File: src/gstf_tail_unused.sv
`default_nettype none
`default_nettype wire

File: src/gstf_pkg.sv
`default_nettype none
package gstf_pkg;
  // register offsets
  localparam logic [7:0] GSTF_ADDR_AVG_CFG = 8'hb2;
  localparam logic [7:0] GSTF_ADDR_SLEEP_STATUS = 8'hb3;
  localparam logic [7:0] GSTF_ADDR_PERIOD = 8'hb4;
  localparam logic [7:0] GSTF_ADDR_MODE_CTRL = 8'hb5;
  localparam logic [7:0] GSTF_ADDR_SLEEP_CTRL = 8'hbc;
  // field positions
  localparam int GSTF_BIT_AVG_DEPTH = 5;
  localparam int GSTF_BIT_AVG_ENABLE = 4;
  localparam int GSTF_BIT_SLEEP_LATCHED = 1;
  localparam int GSTF_BIT_SLEEP_CLEAR = 0;
  localparam int GSTF_BIT_GESTURE_ACTIVE = 0;
  localparam int GSTF_BIT_SLEEP_ENABLE = 1;
  // reset values
  localparam logic [7:0] GSTF_PERIOD_RESET = 8'h0a;
  localparam logic [7:0] GSTF_AVG_CFG_RESET = 8'h00;
  // timing: one period step is 88 us
  localparam int GSTF_CLOCK_HZ = 50000000;
  localparam int GSTF_STEP_US = 88;
  localparam int GSTF_STEP_CYCLES = GSTF_STEP_US * (GSTF_CLOCK_HZ / 1000000);
  // averaging window
  localparam int GSTF_WIN_DEPTH = 4;
  typedef enum logic [1:0] {GSTF_IDLE, GSTF_COUNT, GSTF_WAIT} gstf_state_t;
endpackage : gstf_pkg
`default_nettype wire

File: src/gstf_top.sv
// What this block does
// - depth bit picks 2 or 4 samples
// - average only while enable bit 4 set
// - sliding window, one result per sample
// - sleep after irq sets flag, stops oscillator
// - clear bit drops flag, restarts oscillator
// - period paces sampling only in gesture mode
// - gesture mode runs engine, appends datasets
// - one sample per 88us times setting plus one
// - period resets to 0x0a
//
// Our own choice: the address-and-strobe port.
`default_nettype none
module gstf_top
  import gstf_pkg::*;
#(
  parameter int DATA_W = 14,
  parameter int STEP_CYCLES = gstf_pkg::GSTF_STEP_CYCLES
) (
  // clocking
  input wire logic clock,
  input wire logic rst_n,
  input wire logic clk_en,
  // register port
  input wire logic [7:0] reg_addr,
  input wire logic [7:0] reg_wdata,
  input wire logic reg_wr,
  input wire logic reg_rd,
  output logic [7:0] reg_rdata,
  // gesture engine side
  input wire logic gesture_exit,
  input wire logic irq_event,
  output logic sample_req,
  input wire logic sample_valid,
  input wire logic [DATA_W-1:0] sample_data,
  // towards the fifo
  output logic fifo_push,
  output logic [DATA_W-1:0] fifo_data,
  // oscillator and mode status
  output logic osc_run,
  output logic gesture_active_state
);
  import gstf_pkg::*;

  localparam int CNT_W = $clog2(STEP_CYCLES + 1);
  localparam logic [CNT_W-1:0] STEP_LAST = CNT_W'(STEP_CYCLES - 1);

  // configuration registers
  logic [7:0] period_r, period_nxt;
  logic gesture_avg_depth_r, gesture_avg_depth_nxt;
  logic gesture_avg_enable_r, gesture_avg_enable_nxt;
  logic sleep_after_irq_enable_r, sleep_after_irq_enable_nxt;
  logic sleep_latched_flag_r, sleep_latched_flag_nxt;
  logic mode_r, mode_nxt;
  logic [7:0] rdata_r, rdata_nxt;
  logic sleep_latch_clear;

  // a write of 1 to the control bit is the clear strobe
  assign sleep_latch_clear = reg_wr && (reg_addr == GSTF_ADDR_SLEEP_CTRL) && reg_wdata[GSTF_BIT_SLEEP_CLEAR];

  // register writes, sleep latch and mode
  always_comb begin
    period_nxt = period_r;
    gesture_avg_depth_nxt = gesture_avg_depth_r;
    gesture_avg_enable_nxt = gesture_avg_enable_r;
    sleep_after_irq_enable_nxt = sleep_after_irq_enable_r;
    sleep_latched_flag_nxt = sleep_latched_flag_r;
    mode_nxt = mode_r;
    if (reg_wr) begin
      case (reg_addr)
        GSTF_ADDR_AVG_CFG: begin
          gesture_avg_depth_nxt = reg_wdata[GSTF_BIT_AVG_DEPTH];
          gesture_avg_enable_nxt = reg_wdata[GSTF_BIT_AVG_ENABLE];
        end
        GSTF_ADDR_PERIOD: begin
          period_nxt = reg_wdata;
        end
        GSTF_ADDR_MODE_CTRL: begin
          mode_nxt = reg_wdata[GSTF_BIT_GESTURE_ACTIVE];
          sleep_after_irq_enable_nxt = reg_wdata[GSTF_BIT_SLEEP_ENABLE];
        end
        default: begin
        end
      endcase
    end
    // engine signals exit at end of conversion
    if (gesture_exit) begin
      mode_nxt = 1'b0;
    end
    // clear drops the flag and restarts the oscillator
    if (sleep_latch_clear && sleep_latched_flag_r) begin
      sleep_latched_flag_nxt = 1'b0;
    end
    // a new interrupt wins over a clear in the same cycle
    if (irq_event && sleep_after_irq_enable_r) begin
      sleep_latched_flag_nxt = 1'b1;
    end
  end

  // read mux, data stands the cycle after the strobe
  always_comb begin
    rdata_nxt = 8'h00;
    if (reg_rd) begin
      case (reg_addr)
        GSTF_ADDR_AVG_CFG: begin
          rdata_nxt[GSTF_BIT_AVG_DEPTH] = gesture_avg_depth_r;
          rdata_nxt[GSTF_BIT_AVG_ENABLE] = gesture_avg_enable_r;
        end
        GSTF_ADDR_SLEEP_STATUS: begin
          rdata_nxt[GSTF_BIT_SLEEP_LATCHED] = sleep_latched_flag_r;
        end
        GSTF_ADDR_PERIOD: begin
          rdata_nxt = period_r;
        end
        GSTF_ADDR_MODE_CTRL: begin
          rdata_nxt[GSTF_BIT_GESTURE_ACTIVE] = mode_r;
          rdata_nxt[GSTF_BIT_SLEEP_ENABLE] = sleep_after_irq_enable_r;
        end
        default: begin
          rdata_nxt = 8'h00;
        end
      endcase
    end
  end

  // register the config block; read data stands one cycle, longer while the clock enable is low
  always_ff @(posedge clock) begin
    if (!rst_n) begin
      period_r <= GSTF_PERIOD_RESET;
      gesture_avg_depth_r <= GSTF_AVG_CFG_RESET[GSTF_BIT_AVG_DEPTH];
      gesture_avg_enable_r <= GSTF_AVG_CFG_RESET[GSTF_BIT_AVG_ENABLE];
      sleep_after_irq_enable_r <= 1'b0;
      sleep_latched_flag_r <= 1'b0;
      mode_r <= 1'b0;
      rdata_r <= 8'h00;
    end else if (clk_en) begin
      period_r <= period_nxt;
      gesture_avg_depth_r <= gesture_avg_depth_nxt;
      gesture_avg_enable_r <= gesture_avg_enable_nxt;
      sleep_after_irq_enable_r <= sleep_after_irq_enable_nxt;
      sleep_latched_flag_r <= sleep_latched_flag_nxt;
      mode_r <= mode_nxt;
      rdata_r <= rdata_nxt;
    end
  end

  assign reg_rdata = rdata_r;
  assign gesture_active_state = mode_r;
  assign osc_run = ~sleep_latched_flag_r;

  // sample pacing state
  gstf_state_t state_r, state_nxt;
  logic [CNT_W-1:0] step_r, step_nxt;
  logic [7:0] slot_r, slot_nxt;
  logic req_r, req_nxt;
  logic pacing;

  // pace only in gesture mode with the oscillator running
  assign pacing = mode_r && !sleep_latched_flag_r;

  // period = 88us steps times setting plus one
  always_comb begin
    state_nxt = state_r;
    step_nxt = step_r;
    slot_nxt = slot_r;
    req_nxt = 1'b0;
    case (state_r)
      GSTF_IDLE: begin
        step_nxt = '0;
        slot_nxt = 8'h00;
        if (pacing) begin
          req_nxt = 1'b1;
          state_nxt = GSTF_COUNT;
        end
      end
      GSTF_COUNT: begin
        if (!pacing) begin
          state_nxt = GSTF_IDLE;
        end else if (step_r == STEP_LAST) begin
          step_nxt = '0;
          if (slot_r >= period_r) begin
            slot_nxt = 8'h00;
            req_nxt = 1'b1;
          end else begin
            slot_nxt = slot_r + 8'h01;
          end
        end else begin
          step_nxt = step_r + CNT_W'(1);
        end
      end
      default: begin
        state_nxt = GSTF_IDLE;
      end
    endcase
  end

  // register the pacing state
  always_ff @(posedge clock) begin
    if (!rst_n) begin
      state_r <= GSTF_IDLE;
      step_r <= '0;
      slot_r <= 8'h00;
      req_r <= 1'b0;
    end else if (clk_en) begin
      state_r <= state_nxt;
      step_r <= step_nxt;
      slot_r <= slot_nxt;
      req_r <= req_nxt;
    end
  end

  assign sample_req = req_r;

  // averaging window
  logic [DATA_W*GSTF_WIN_DEPTH-1:0] win_flat;
  logic pend_r, pend_nxt;
  logic push_r, push_nxt;
  logic [DATA_W-1:0] out_r, out_nxt;
  logic [DATA_W+1:0] sum;

  gstf_window #(
    .WIDTH(DATA_W),
    .DEPTH(GSTF_WIN_DEPTH)
  ) u_window (
    .clock(clock),
    .rst_n(rst_n),
    .clk_en(clk_en),
    .wr_en(sample_valid && pacing),
    .wr_data(sample_data),
    .rd_data(win_flat)
  );

  // sum of 2 or 4 newest entries; window slides every sample
  always_comb begin
    sum = (DATA_W+2)'(win_flat[0 +: DATA_W]) + (DATA_W+2)'(win_flat[DATA_W +: DATA_W]);
    if (gesture_avg_depth_r) begin
      sum = sum + (DATA_W+2)'(win_flat[2*DATA_W +: DATA_W]) + (DATA_W+2)'(win_flat[3*DATA_W +: DATA_W]);
    end
  end

  // push one result per sample, raw or averaged
  always_comb begin
    pend_nxt = sample_valid && pacing && gesture_avg_enable_r;
    push_nxt = pend_r;
    out_nxt = out_r;
    if (sample_valid && pacing && !gesture_avg_enable_r) begin
      push_nxt = 1'b1;
      out_nxt = sample_data;
    end else if (pend_r) begin
      out_nxt = gesture_avg_depth_r ? sum[DATA_W+1:2] : sum[DATA_W:1];
    end
  end

  // register result
  always_ff @(posedge clock) begin
    if (!rst_n) begin
      pend_r <= 1'b0;
      push_r <= 1'b0;
      out_r <= '0;
    end else if (clk_en) begin
      pend_r <= pend_nxt;
      push_r <= push_nxt;
      out_r <= out_nxt;
    end
  end

  assign fifo_push = push_r;
  assign fifo_data = out_r;
endmodule : gstf_top
`default_nettype wire

File: src/gstf_window.sv
`default_nettype none
// small memory of the most recent samples; read data registered
module gstf_window #(
  parameter int WIDTH = 14,
  parameter int DEPTH = 4
) (
  // clocking
  input wire logic clock,
  input wire logic rst_n,
  input wire logic clk_en,
  // write side
  input wire logic wr_en,
  input wire logic [WIDTH-1:0] wr_data,
  // registered read: all entries, newest at index 0
  output logic [WIDTH*DEPTH-1:0] rd_data
);
  logic [WIDTH-1:0] mem_r [DEPTH];
  logic [WIDTH-1:0] mem_nxt [DEPTH];
  // shift in the new sample
  always_comb begin
    for (int i = 0; i < DEPTH; i++) begin
      mem_nxt[i] = mem_r[i];
    end
    if (wr_en) begin
      mem_nxt[0] = wr_data;
      for (int i = 1; i < DEPTH; i++) begin
        mem_nxt[i] = mem_r[i-1];
      end
    end
  end
  // register entries
  always_ff @(posedge clock) begin
    if (!rst_n) begin
      for (int i = 0; i < DEPTH; i++) begin
        mem_r[i] <= '0;
      end
    end else if (clk_en) begin
      for (int i = 0; i < DEPTH; i++) begin
        mem_r[i] <= mem_nxt[i];
      end
    end
  end
  // flatten read data
  genvar g;
  generate
    for (g = 0; g < DEPTH; g++) begin : g_rd
      assign rd_data[g*WIDTH +: WIDTH] = mem_r[g];
    end
  endgenerate
endmodule : gstf_window
`default_nettype wire

File: config.mk
export PLATFORM = sky130hd
export DESIGN_NAME = gstf_top
export DESIGN_NICKNAME = d
export VERILOG_FILES = /design/src/gstf_tail_unused.sv /design/src/gstf_pkg.sv /design/src/gstf_top.sv /design/src/gstf_window.sv
export SDC_FILE = /design/constraint.sdc
export NUM_CORES = 1
export LEC_CHECK = 0
export CAP_MARGIN = 0
export CORE_MARGIN = 5
export CORE_UTILIZATION = 50
export CTS_CLUSTER_SIZE = 16
export DETAILED_ROUTE_END_ITERATION = 6
export DONT_BUFFER_PORTS = 1
export PLACE_DENSITY = 0.68
export SYNTH_ARGS = -nofsm -noshare
export SYNTH_HDL_FRONTEND = slang
export SYNTH_SLANG_ARGS = --single-unit
File: constraint.sdc
create_clock -name clock -period 5.3 [get_ports clock]
set_input_delay 0.265 -clock clock [delete_from_list [all_inputs] [get_ports clock]]
set_output_delay 0.265 -clock clock [all_outputs]
set_load 0.005 [all_outputs]
### Word-level counts from Yosys, hierarchy flattened

Memory sizes are Yosys's and may differ from the RTL's.
Cells that the tools add are included.

| operators by class | value |
|---|---|
| $add $sub $neg | 5 |
| multiplexer cells | 40 |
| reductions and logical operators | 25 |
| bitwise gates (word level) | 5 |
| $lt $le $gt $ge | 1 |
| equality and inequality tests | 11 |

Operators with widths:

| operator | count |
|---|---|
| 14-bit two-way mux | 7 |
| 56-bit two-way mux | 1 |
| 8-bit == test, second input constant | 5 |
| 8-bit two-way mux | 4 |
| 13-bit two-way mux | 2 |
| 13-bit one-hot mux with 2 select lines | 1 |
| 3-bit AND reduction | 6 |
| 15-bit by 14-bit adder with 16-bit output | 1 |
| 16-bit by 14-bit adder with 16-bit output | 1 |
| 16-bit two-way mux | 1 |
| 8-bit one-hot mux with 2 select lines | 1 |
| 14-bit by 14-bit adder with 15-bit output | 1 |
| 1-bit two-way mux | 14 |
| 13-bit by 1-bit adder with 13-bit output, second input constant | 1 |
| 13-bit == test, second input constant | 1 |
| 2-bit nonzero test | 5 |
| 8-bit by 1-bit adder with 8-bit output, second input constant | 1 |
| 8-bit greater-or-equal comparator | 1 |
| 1-bit logical AND | 8 |
| 2-bit two-way mux | 4 |
| 2-bit != test, second input constant | 4 |
| 2-bit one-hot mux with 2 select lines | 2 |
| 1-bit OR | 4 |
| 1-bit one-hot mux with 2 select lines | 2 |
| other kinds (7) | 9 |

| storage, ports and cells | value |
|---|---|
| memories kept | 1 |
| input port bits | 38 |
| flip-flop bits (word level) | 61 |
| RAM bits | 56 |
| logic and storage cells | 102 |

Memory list:

| name | words | width | rd ports | clocked after memory_dff | write ports | line | RTL |
|---|---|---|---|---|---|---|---|
| u_window.mem_r | 4 | 14 | 4 | 0 | 4 | gstf_window.sv:17 | `logic [WIDTH-1:0] mem_r [DEPTH];` |

### Depth between registers and ports, before layout

Gate-level depths: netlist (run 1).

| logic depth | value |
|---|---|
| word-level depth | 7 |
| gate-level depth with buffers | 17 |
| depth with buffers taken out | 17 |

### Cells and area by module

From an unflattened synthesis (run 1), not the netlist that was laid out.

| second synthesis, totals | value |
|---|---|
| cells, all modules | 670 |
| area, all modules | 6670.1 µm² |

Modules (own cells, without submodules):

| module | instances | cells an instance | area each (µm²) |
|---|---|---|---|
| gstf_top | 1 | 545 | 4530.6 |
| gstf_window | 1 | 125 | 2139.6 |

### Least setup slack after synthesis (run 1)

Ideal clock, no wire load.

| timing | value |
|---|---|
| kind | input -> register |
| start point | in clk_en |
| end point | mem u_window.mem_r[0][0] (enable) |
| path slack | -0.248 ns |
| arrival | 5.001 ns |
| buffers on the path | 3 |
| stages | 5 |
| cell sequence | clkbuf_1 > inv_1 > clkbuf_1 > clkbuf_1 > o21ai_0 |

RTL lines:

| element | line | RTL |
|---|---|---|
| from (decl) | gstf_top.sv:23 | `input wire logic clk_en,` |
| to (decl) | gstf_window.sv:17 |  |

==> flow_metrics.py, run 1 <==
metrics = {
    "floorplan": {
        "die_w_um": 127,
        "die_h_um": 127,
        "coreArea_um2": 13300,
        "ios": 64,
        "rows": 42,
        "start_util": 0.511,
        "dieArea_um2": 16000,
    },
    "place": {
        "gp_congestion": 0.890,
        "dpl.cell_count": 883,
        "numPortBuffers": 0,
        "hpwl_mm": 11.6,
        "post_dp_cell_area_um2": 6940,
    },
    "detailed_routing": {
        "drc": 0,
        "wl_per_cell_um": 18.1,
        "ant_nets": 0,
        "drt_iter0_drc": 365,
        "num_vias": 5456,
        "routed_wl_mm": 16.8,
        "routed_via_density": 5.90,
        "firstDrtPassIters": 5,
    },
    "timing": {
        "clock.fmax_ghz": 0.220,
        "period_needed_ns": 4.54,
        "slew_headroom": 0.289,
        "grt_setup_unrepaired": "false",
        "drv_slew": 0,
        "finalSetupTns_ns": 0,
        "worst_slew_pin_slew_ns": 1.06,
        "hold_viol": 0,
        "finalSetupViolCount": 0,
        "skew_ns": 0.0130,
        "finalCritPeriodShare": 0.856,
    },
    "grt": {
        "grt_start_max_net_pins": 57,
        "grt_pass1_vias": 5526,
        "antenna_found_initial": 0,
        "grt_overflow": 0,
        "grt_pass1_wl_mm": 27.5,
        "grtUsageTotal": 0.214,
    },
    "synthesis": {
        "yosys_warnings": 0,
        "yosysSeqAreaShare": 0.424,
        "yosys_register_bits": 116,
        "synth-main-ff-cell": "dfxtp_1",
        "synth_cell_types": 58,
        "avgSynthCellArea_um2": 9.27,
        "postSynthNetCount": 825,
        "syn-cell-area_um2": 6790,
        "async_flop_share": 0,
        "synth_edf_count": 56,
        "synthCells": 733,
    },
    "clock_network": {
        "cts_hold_buf": 10,
        "htree_levels": 4,
        "cts_setup_buffers": 0,
        "clock_insertion_delay_worst_skew_ns": 0.42,
        "path_clk_slew_ns": 0.05,
        "cts-buffers-inserted": 17,
        "cts.sink_count": 116,
        "root_buffer": "clkbuf_16",
        "clockBufferDepth": 2,
        "cts_tree": "built",
        "cts_resized": 0,
    },
    "power_and_ir_drop": {
        "p_leak_nw": 3.16,
        "powerDensity_nw_per_um2": 341,
        "ir_worst_vdd_mv": 0.211,
    },
    "outcome": {
        "outcome": "completed",
    },
    "setup_path": {
        "startpoint_type": "register",
        "critical_path_arrival_ns": 4.80,
        "r2r_slack_ns": 0.76,
        "crit_fanout": 4,
        "worstPathRequired_ns": 5.57,
        "critPathKind": "register to register",
        "end_kind": "register",
    },
    "cells_and_area": {
        "num_antenna_cells": 0,
        "utilization": 0.574,
        "area_delta_synth_final_pct": 12.4,
        "final_nets": 828,
        "drive_gt1_frac": 0.0708,
        "final_cells": 925,
        "design_area_um2": 7630,
    },
    "run": {
        "drv_cap": 0,
    },
    "hold_path": {
        "hold_class": "primary input to register",
    },
}
-- critical path, cell delays in order (launching register included) --
cell and delay [ns]:
edfxtp_1 0.41, ha_1 0.25, fa_1 0.41, a21o_1 0.20
a21oi_1 0.32, xnor2_1 0.16, fa_1 0.50, inv_1 0.04
ha_1 0.34, nand2_1 0.06, or4_1 0.44, a31oi_1 0.42
a21oi_1 0.14, mux2_2 0.24, a21oi_1 0.05, a2111oi_0 0.40
-- power breakdown --
group / internal (mW) / leakage, nW / switching (mW)
combinational: 0.203 / 1.80 / 0.292
clock: 0.733 / 0.298 / 0.398
sequential: 0.966 / 1.06 / 0.0112
-- routing by layer --
| metal | global-route usage | vias up | part of all wire |
|---|---|---|---|
| met5 | 0 | - | 0 |
| met4 | 0.0738 | 0 | 0.020 |
| met3 | 0.0647 | 32 | 0.072 |
| met2 | 0.371 | 173 | 0.50 |
| met1 | 0.253 | 2641 | 0.41 |
| li1 | - | 2610 | - |
-- cells in the mapped netlist, drive strengths merged, types with 3 or more instances --
| library cell | instances | area (µm²) |
|---|---|---|
| a211oi | 5 | 37.5 |
| a21o | 13 | 98.9 |
| a21oi | 55 | 275 |
| a221oi | 4 | 35.0 |
| a22oi | 6 | 45.0 |
| a31oi | 6 | 37.5 |
| and3 | 50 | 319 |
| buf | 4 | 30.0 |
| clkbuf | 29 | 109 |
| dfxtp | 60 | 1200 |
| edfxtp | 56 | 1680 |
| fa | 15 | 300 |
| ha | 39 | 488 |
| inv | 70 | 263 |
| mux2i | 4 | 40.0 |
| nand2 | 58 | 218 |
| nand2b | 6 | 37.5 |
| nand3 | 23 | 115 |
| nand3b | 3 | 22.5 |
| nand4 | 11 | 68.8 |
| nor2 | 54 | 203 |
| nor2b | 3 | 18.8 |
| nor3 | 25 | 125 |
| nor3b | 4 | 30.0 |
| o211ai | 10 | 75.1 |
| o21a | 5 | 37.5 |
| o21ai | 25 | 125 |
| o21bai | 3 | 22.5 |
| o31ai | 3 | 36.3 |
| or2 | 7 | 43.8 |
| or3 | 10 | 62.6 |
| or4 | 3 | 22.5 |
| xnor2 | 18 | 158 |
| xor2 | 19 | 166 |
-- through the flow --
| stage | worst slack (ns) | hold slack (ns) | power [mW] |
|---|---|---|---|
| 4_1_cts | 0.833 | 0.00354 | 2.62 |
| 3_5_place_dp | 0.846 | 0.369 | 1.47 |
| 3_3_place_gp | 0.964 | 0.369 | 1.45 |
| 5_1_grt | 0.443 | 0.0205 | 2.72 |
| 2_1_floorplan | 1.26 | 0.401 | 1.38 |
| 6_report | 0.763 | 0.0215 | 2.60 |
-- final timing paths --
kind              cells after the start                  from              endpoint
hold / removal                        2             irq_event  sleep_latched_flag_r
hold reg to reg                       2           period_r[1]          reg_rdata[1]
setup reg to reg                     15  u_window.mem_r[1][0]          fifo_data[8]
setup / recovery                     15  u_window.mem_r[1][0]          fifo_data[8]
-- cell type report --
class | instances | area, µm²
Fill cell | 1149 | 5660
Multi-Input combinational cell | 513 | 3510
Sequential cell | 116 | 2880
Clock buffer | 27 | 568
Inverter | 71 | 267
Tap cell | 176 | 220
Timing Repair Buffer | 17 | 153
Clock inverter | 5 | 30.0
-- state kept, by name (all words and copies together), names as in the netlist --
| name | count |
|---|---|
| gesture_avg_depth_r | 1 |
| fifo_push | 1 |
| sample_req | 1 |
| sleep_latched_flag_r | 1 |
| step_r | 13 |
| sleep_after_irq_enable_r | 1 |
| period_r | 8 |
| state_r | 1 |
| u_window.mem_r | 56 |
| pend_r | 1 |
| reg_rdata | 8 |
| gesture_avg_enable_r | 1 |
| gesture_active_state | 1 |
| fifo_data | 14 |
| slot_r | 8 |
-- placed cells by master (no fill, tap or decap), drive strengths merged, types with 3 or more instances in the layout --
| master | n |
|---|---|
| inv | 71 |
| dfxtp | 60 |
| nand2 | 58 |
| edfxtp | 56 |
| a21oi | 55 |
| nor2 | 54 |
| and3 | 50 |
| ha | 39 |
| clkbuf | 27 |
| nor3 | 25 |
| o21ai | 25 |
| nand3 | 23 |
| xor2 | 19 |
| xnor2 | 18 |
| fa | 15 |
| a21o | 13 |
| nand4 | 11 |
| or3 | 10 |
| o211ai | 10 |
| dlygate4sd3 | 10 |
| or2 | 7 |
| buf | 7 |
| a31oi | 6 |
| nand2b | 6 |
| a22oi | 6 |
| o21a | 5 |
| a211oi | 5 |
| clkinv | 5 |
| mux2i | 4 |
| a221oi | 4 |
| nor3b | 4 |
| o21bai | 3 |
| or4 | 3 |
| nand3b | 3 |
| nor2b | 3 |
| o31ai | 3 |
-- logic make-up (layout without fill, tap and decap cells) --
logic type,count (synthesis),count (layout),synth area share
adders and majority gates,54,54,0.116
AOI/OAI and AO/OA,150,150,0.142
DFF,116,116,0.424
buffers and inverters,104,120,0.0597
muxes,5,5,0.00755
xor gates and xnor gates,37,37,0.0477
and+or+nand+nor,267,267,0.202
(Power assumes the default switching activity.)
==> run 2: changes to the inputs <==
CORE_UTILIZATION = 45   (was 50)
PLACE_DENSITY = default   (was 0.68)
==> flow_metrics.py, run 2 (synthesis gave the netlist of run 1 again) <==
metrics = {
    "setup_path": {
        "crit_fanout": 5,
        "worstPathRequired_ns": 5.59,
        "r2r_slack_ns": 0.77,
        "crit_chain": "ha_1 -> a21o_1 -> nand4_1 -> nand3_1 -> a31oi_1 -> o21ai_0 -> a21oi_1 -> xor2_1 -> fa_1 -> inv_1 -> ha_1 -> nand3_1 -> or2_2 -> nor3b_1 -> a31o_2 -> a2111oi_0 -> a21oi_1",
        "crit_slowest_cell": "a31oi_1",
        "critical_path_arrival_ns": 4.82,
        "slowest_delay_ns": 0.58,
        "cp_top_family": "compound AO/OA/AOI/OAI gates",
        "crit_buf_inv": 1,
        "crit_start": "u_window.mem_r[1][1]",
        "startpoint_type": "register",
        "end_kind": "register",
        "worstReg2RegEnd": "fifo_data[12]",
        "crit-reg2reg-launch": "u_window.mem_r[1][1]",
        "critical_path_depth": 17,
        "critical_path.endpoint": "fifo_data[12]",
        "critPathKind": "register to register",
        "ff2ff_path_depth": 17,
    },
    "cells_and_area": {
        "num_antenna_cells": 0,
        "largest_reg_flops": 56,
        "largest-register": "u_window.mem_r",
        "drive_gt1_frac": 0.0707,
        "utilization": 0.511,
        "area_delta_synth_final_pct": 12.6,
        "final_nets": 829,
        "final_common_cell": "inv_1",
        "design_area_um2": 7650,
        "layout_common_cells": "inv_1, dfxtp_1, nand2_1",
        "final_cells": 938,
    },
    "clock_network": {
        "htree_levels": 4,
        "cts_resized": 0,
        "cts_hold_buf": 11,
        "clock_insertion_delay_worst_skew_ns": 0.42,
        "cts_setup_buffers": 0,
        "clockBufferDepth": 2,
        "cts-buffers-inserted": 17,
        "cts.sink_count": 116,
        "root_buffer": "clkbuf_16",
        "cts_tree": "built",
        "path_clk_slew_ns": 0.05,
    },
    "timing": {
        "hold_slack_ns": 0.0158,
        "grt_setup_unrepaired": "false",
        "clock.fmax_ghz": 0.221,
        "drv_slew": 0,
        "finalCritPeriodShare": 0.855,
        "finalSetupTns_ns": 0,
        "period_needed_ns": 4.53,
        "hold_viol": 0,
        "skew_ns": 0.00702,
        "finalSetupViolCount": 0,
        "slew_headroom": 0.186,
        "worst_slew_pin_slew_ns": 1.22,
    },
    "outcome": {
        "outcome": "completed",
    },
    "floorplan": {
        "ios": 64,
        "start_util": 0.453,
        "coreArea_um2": 15000,
        "die_w_um": 133,
        "die_h_um": 133,
        "rows": 45,
        "dieArea_um2": 17600,
    },
    "place": {
        "dpl.cell_count": 895,
        "hpwl_mm": 11.6,
        "numPortBuffers": 0,
        "gp_congestion": 0.877,
        "post_dp_cell_area_um2": 6950,
    },
    "hold_path": {
        "hold_class": "primary input to register",
        "hold_start": "rst_n",
    },
    "detailed_routing": {
        "num_vias": 5319,
        "routed_via_density": 5.67,
        "ant_nets": 0,
        "wl_per_cell_um": 17.9,
        "routed_wl_mm": 16.8,
        "drt_iter0_drc": 500,
        "firstDrtPassIters": 5,
        "drc": 0,
    },
    "grt": {
        "grtUsageTotal": 0.198,
        "grt_pass1_vias": 5332,
        "antenna_found_initial": 0,
        "grt_overflow": 0,
        "grt_pass1_wl_mm": 27.6,
        "grt_start_max_net_pins": 57,
    },
    "power_and_ir_drop": {
        "p_leak_nw": 3.16,
        "ir_worst_vdd_mv": 0.213,
        "powerDensity_nw_per_um2": 338,
    },
    "run": {
        "drv_cap": 0,
    },
}
-- run 2: final cells by class --
cell class / instances / area, µm²
Tap cell: 188 / 235
Fill cell: 1393 / 7330
Clock inverter: 6 / 32.5
Sequential cell: 116 / 2880
Clock buffer: 26 / 554
Inverter: 71 / 267
Multi-Input combinational cell: 513 / 3510
Timing Repair Buffer: 18 / 163
-- run 2: worst min path at each step --
stage / endpoint / slack, ns / cells past startpoint
floorplan: sleep_after_irq_enable_r / 0.40 / 2
global placement: period_r[3] / 0.36 / 1
detailed placement: period_r[3] / 0.36 / 1
CTS: fifo_data[12] / 0.0001 / 2
global route: fifo_data[10] / 0.01 / 2
finish: fifo_data[12] / 0.02 / 2
-- run 2: per-stage QoR --
| step | power, mW | worst slack, ns |
|---|---|---|
| 2_1_floorplan | 1.38 | 1.26 |
| 3_3_place_gp | 1.46 | 0.893 |
| 3_5_place_dp | 1.47 | 0.831 |
| 4_1_cts | 2.61 | 0.808 |
| 5_1_grt | 2.72 | 0.271 |
| 6_report | 2.59 | 0.770 |
-- run 2: power by group --
part / internal (mW) / leakage [nW] / switching [mW] / total [mW]
logic: 0.203 / 1.80 / 0.286 / 0.489
registers: 0.966 / 1.06 / 0.0112 / 0.977
clock network: 0.719 / 0.295 / 0.403 / 1.12
total: 1.89 / 3.16 / 0.699 / 2.59
-- run 2: metal layers --
metal	global-route usage	wire [µm]
met1	0.247	7280
met2	0.328	8200
met3	0.0532	970
met4	0.0745	361
met5	0	0
-- run 2: worst register-to-register path, delay by kind of cell (launching register included) --
family	cells	cell delay, ns
AOI/OAI and AO/OA	7	1.87
adders and majority gates	3	1.15
and+or+nand+nor	5	0.81
DFF	1	0.43
xor gates and xnor gates	1	0.10
buffers and inverters	1	0.04
==> run 3: changes to the inputs <==
clock period = 4.15 ns   (was 5.3 ns; I/O delays follow)
==> flow_metrics.py, run 3 (synthesis gave the netlist of run 1 again) <==
metrics = {
    "outcome": {
        "outcome": "completed",
    },
    "cells_and_area": {
        "multi_input_area_um2": 3620,
        "layout_common_cells": "inv_1, dfxtp_1, nand2_1",
        "utilization": 0.530,
        "area_delta_synth_final_pct": 17.0,
        "final_common_cell": "inv_1",
        "final_nets": 861,
        "n_fill_cell": 1378,
        "regArea_um2": 2880,
        "largest_reg_flops": 56,
        "drive_gt1_frac": 0.124,
        "largest-register": "u_window.mem_r",
        "num_antenna_cells": 0,
    },
    "setup_path": {
        "slowest_delay_ns": 0.49,
        "worstPathRequired_ns": 4.45,
        "crit_slowest_cell": "fa_1",
        "crit_chain": "ha_2 -> fa_2 -> a21o_1 -> a21oi_2 -> buf_4 -> o21ai_0 -> nand2_1 -> o21ai_0 -> xnor2_1 -> fa_1 -> inv_1 -> ha_1 -> nand3_1 -> or2_2 -> nor3b_1 -> a31o_2 -> a2111oi_2 -> a21oi_1",
        "crit_buf_inv": 2,
        "critical_path_arrival_ns": 4.41,
        "cp_top_family": "adder cells",
        "crit_fanout": 2,
        "cpMostUsedCell": "o21ai_0",
        "critPathKind": "register to register",
        "end_kind": "register",
        "startpoint_type": "register",
    },
    "timing": {
        "finalWorstSetupSlack_ns": 0.0423,
        "finalSetupTns_ns": 0,
        "slew_headroom": 0.211,
        "worst_slew_pin_slew_ns": 1.18,
        "finalCritPeriodShare": 0.990,
        "clock.fmax_ghz": 0.243,
        "hold_viol": 0,
        "period_needed_ns": 4.11,
        "skew_ns": 0.00937,
        "grt_setup_unrepaired": "true",
        "hold_slack_ns": 0.0192,
        "drv_slew": 0,
        "finalSetupViolCount": 0,
    },
    "detailed_routing": {
        "drc": 0,
        "num_vias": 5524,
        "routed_wl_mm": 17.3,
        "ant_nets": 0,
        "drt_iter0_drc": 360,
        "firstDrtPassIters": 5,
        "routed_via_density": 5.70,
        "wl_per_cell_um": 17.9,
    },
    "place": {
        "hpwl_mm": 12.1,
        "dp_slack_ns": -0.144,
        "gp_congestion": 0.916,
        "numPortBuffers": 0,
    },
    "grt": {
        "grt_pass1_vias": 5630,
        "antenna_found_initial": 0,
        "grt_overflow": 0,
        "grt_start_max_net_pins": 57,
        "grtUsageTotal": 0.203,
        "grt_pass1_wl_mm": 28.7,
    },
    "power_and_ir_drop": {
        "power_frac_comb": 0.228,
        "power.share.switching": 0.279,
        "power_frac_seq": 0.375,
        "powerDensity_nw_per_um2": 419,
        "p_leak_nw": 3.29,
        "pwr-share-clk": 0.397,
        "p_int_mw": 2.40,
        "ir_worst_vdd_mv": 0.274,
        "power.switching_mw": 0.927,
    },
    "floorplan": {
        "ios": 64,
        "rows": 45,
        "dieArea_um2": 17600,
        "die_h_um": 133,
        "coreArea_um2": 15000,
        "die_w_um": 133,
        "start_util": 0.453,
    },
    "run": {
        "drv_cap": 0,
    },
    "clock_network": {
        "cts-buffers-inserted": 17,
        "path_clk_slew_ns": 0.06,
        "clockBufferDepth": 2,
        "clock_insertion_delay_worst_skew_ns": 0.42,
        "htree_levels": 4,
        "cts.sink_count": 116,
        "cts_tree": "built",
        "root_buffer": "clkbuf_16",
    },
    "hold_path": {
        "hold_class": "primary input to register",
    },
}
-- run 3: power by group through the flow --
stage / sequential (mW) / clock, mW / combinational [mW]
2_1_floorplan: 1.27 / 0 / 0.496
3_3_place_gp: 1.27 / 0 / 0.658
3_5_place_dp: 1.27 / 0 / 0.671
4_1_cts: 1.25 / 1.34 / 0.707
5_1_grt: 1.25 / 1.39 / 0.845
6_report: 1.25 / 1.32 / 0.758
-- run 3: routing by layer --
metal	vias up	track usage	wire length, µm
met5	-	0	0
met4	0	0.0849	505
met2	153	0.348	8640
li1	2667	-	-
met1	2669	0.239	7190
met3	35	0.0551	1010
-- run 3: area by class of cell --
cell class	instances	area share
timing repair buffer	50	0.0524
clock inverter	5	0.00331
clock buffer	26	0.0630
tap	188	0.0296
inverter	71	0.0335
multi-input combinational	513	0.455
sequential	116	0.363
-- run 3: per-stage QoR --
| step | total power [mW] | area (µm²) | instances |
|---|---|---|---|
| 2_1_floorplan | 1.76 | 6790 | 733 |
| 3_3_place_gp | 1.93 | 7090 | 913 |
| 3_5_place_dp | 1.94 | 7090 | 913 |
| 4_1_cts | 3.29 | 7810 | 960 |
| 5_1_grt | 3.49 | 7940 | 969 |
| 6_report | 3.33 | 7940 | 969 |
-- run 3: final timing paths --
| check | start | end | slack, ns | depth (start not counted) |
|---|---|---|---|---|
| min | sample_data[1] | u_window.mem_r[0][1] | 0.02 | 1 |
| max | u_window.mem_r[0][0] | fifo_data[12] | 0.04 | 18 |
| min reg2reg | period_r[1] | reg_rdata[1] | 0.47 | 2 |
| max reg2reg | u_window.mem_r[0][0] | fifo_data[12] | 0.04 | 18 |
-- run 3: timing repair --
item	CTS	global route
endpoints found under the setup margin	6	8
gates cloned	0	0
resized for setup	9	19
buffers inserted	1	9
pin swaps	1	21
hold buffers	15	0
hold endpoints to repair	24	0
-- run 3: worst register-to-register path, delay by kind of cell, from the launching register on --
kind | cells | cell delay (ns)
compound gates | 7 | 1.17
xor+xnor | 1 | 0.17
fa+ha+maj | 4 | 1.36
buf+inv | 2 | 0.17
flops | 1 | 0.40
simple gates | 4 | 0.71
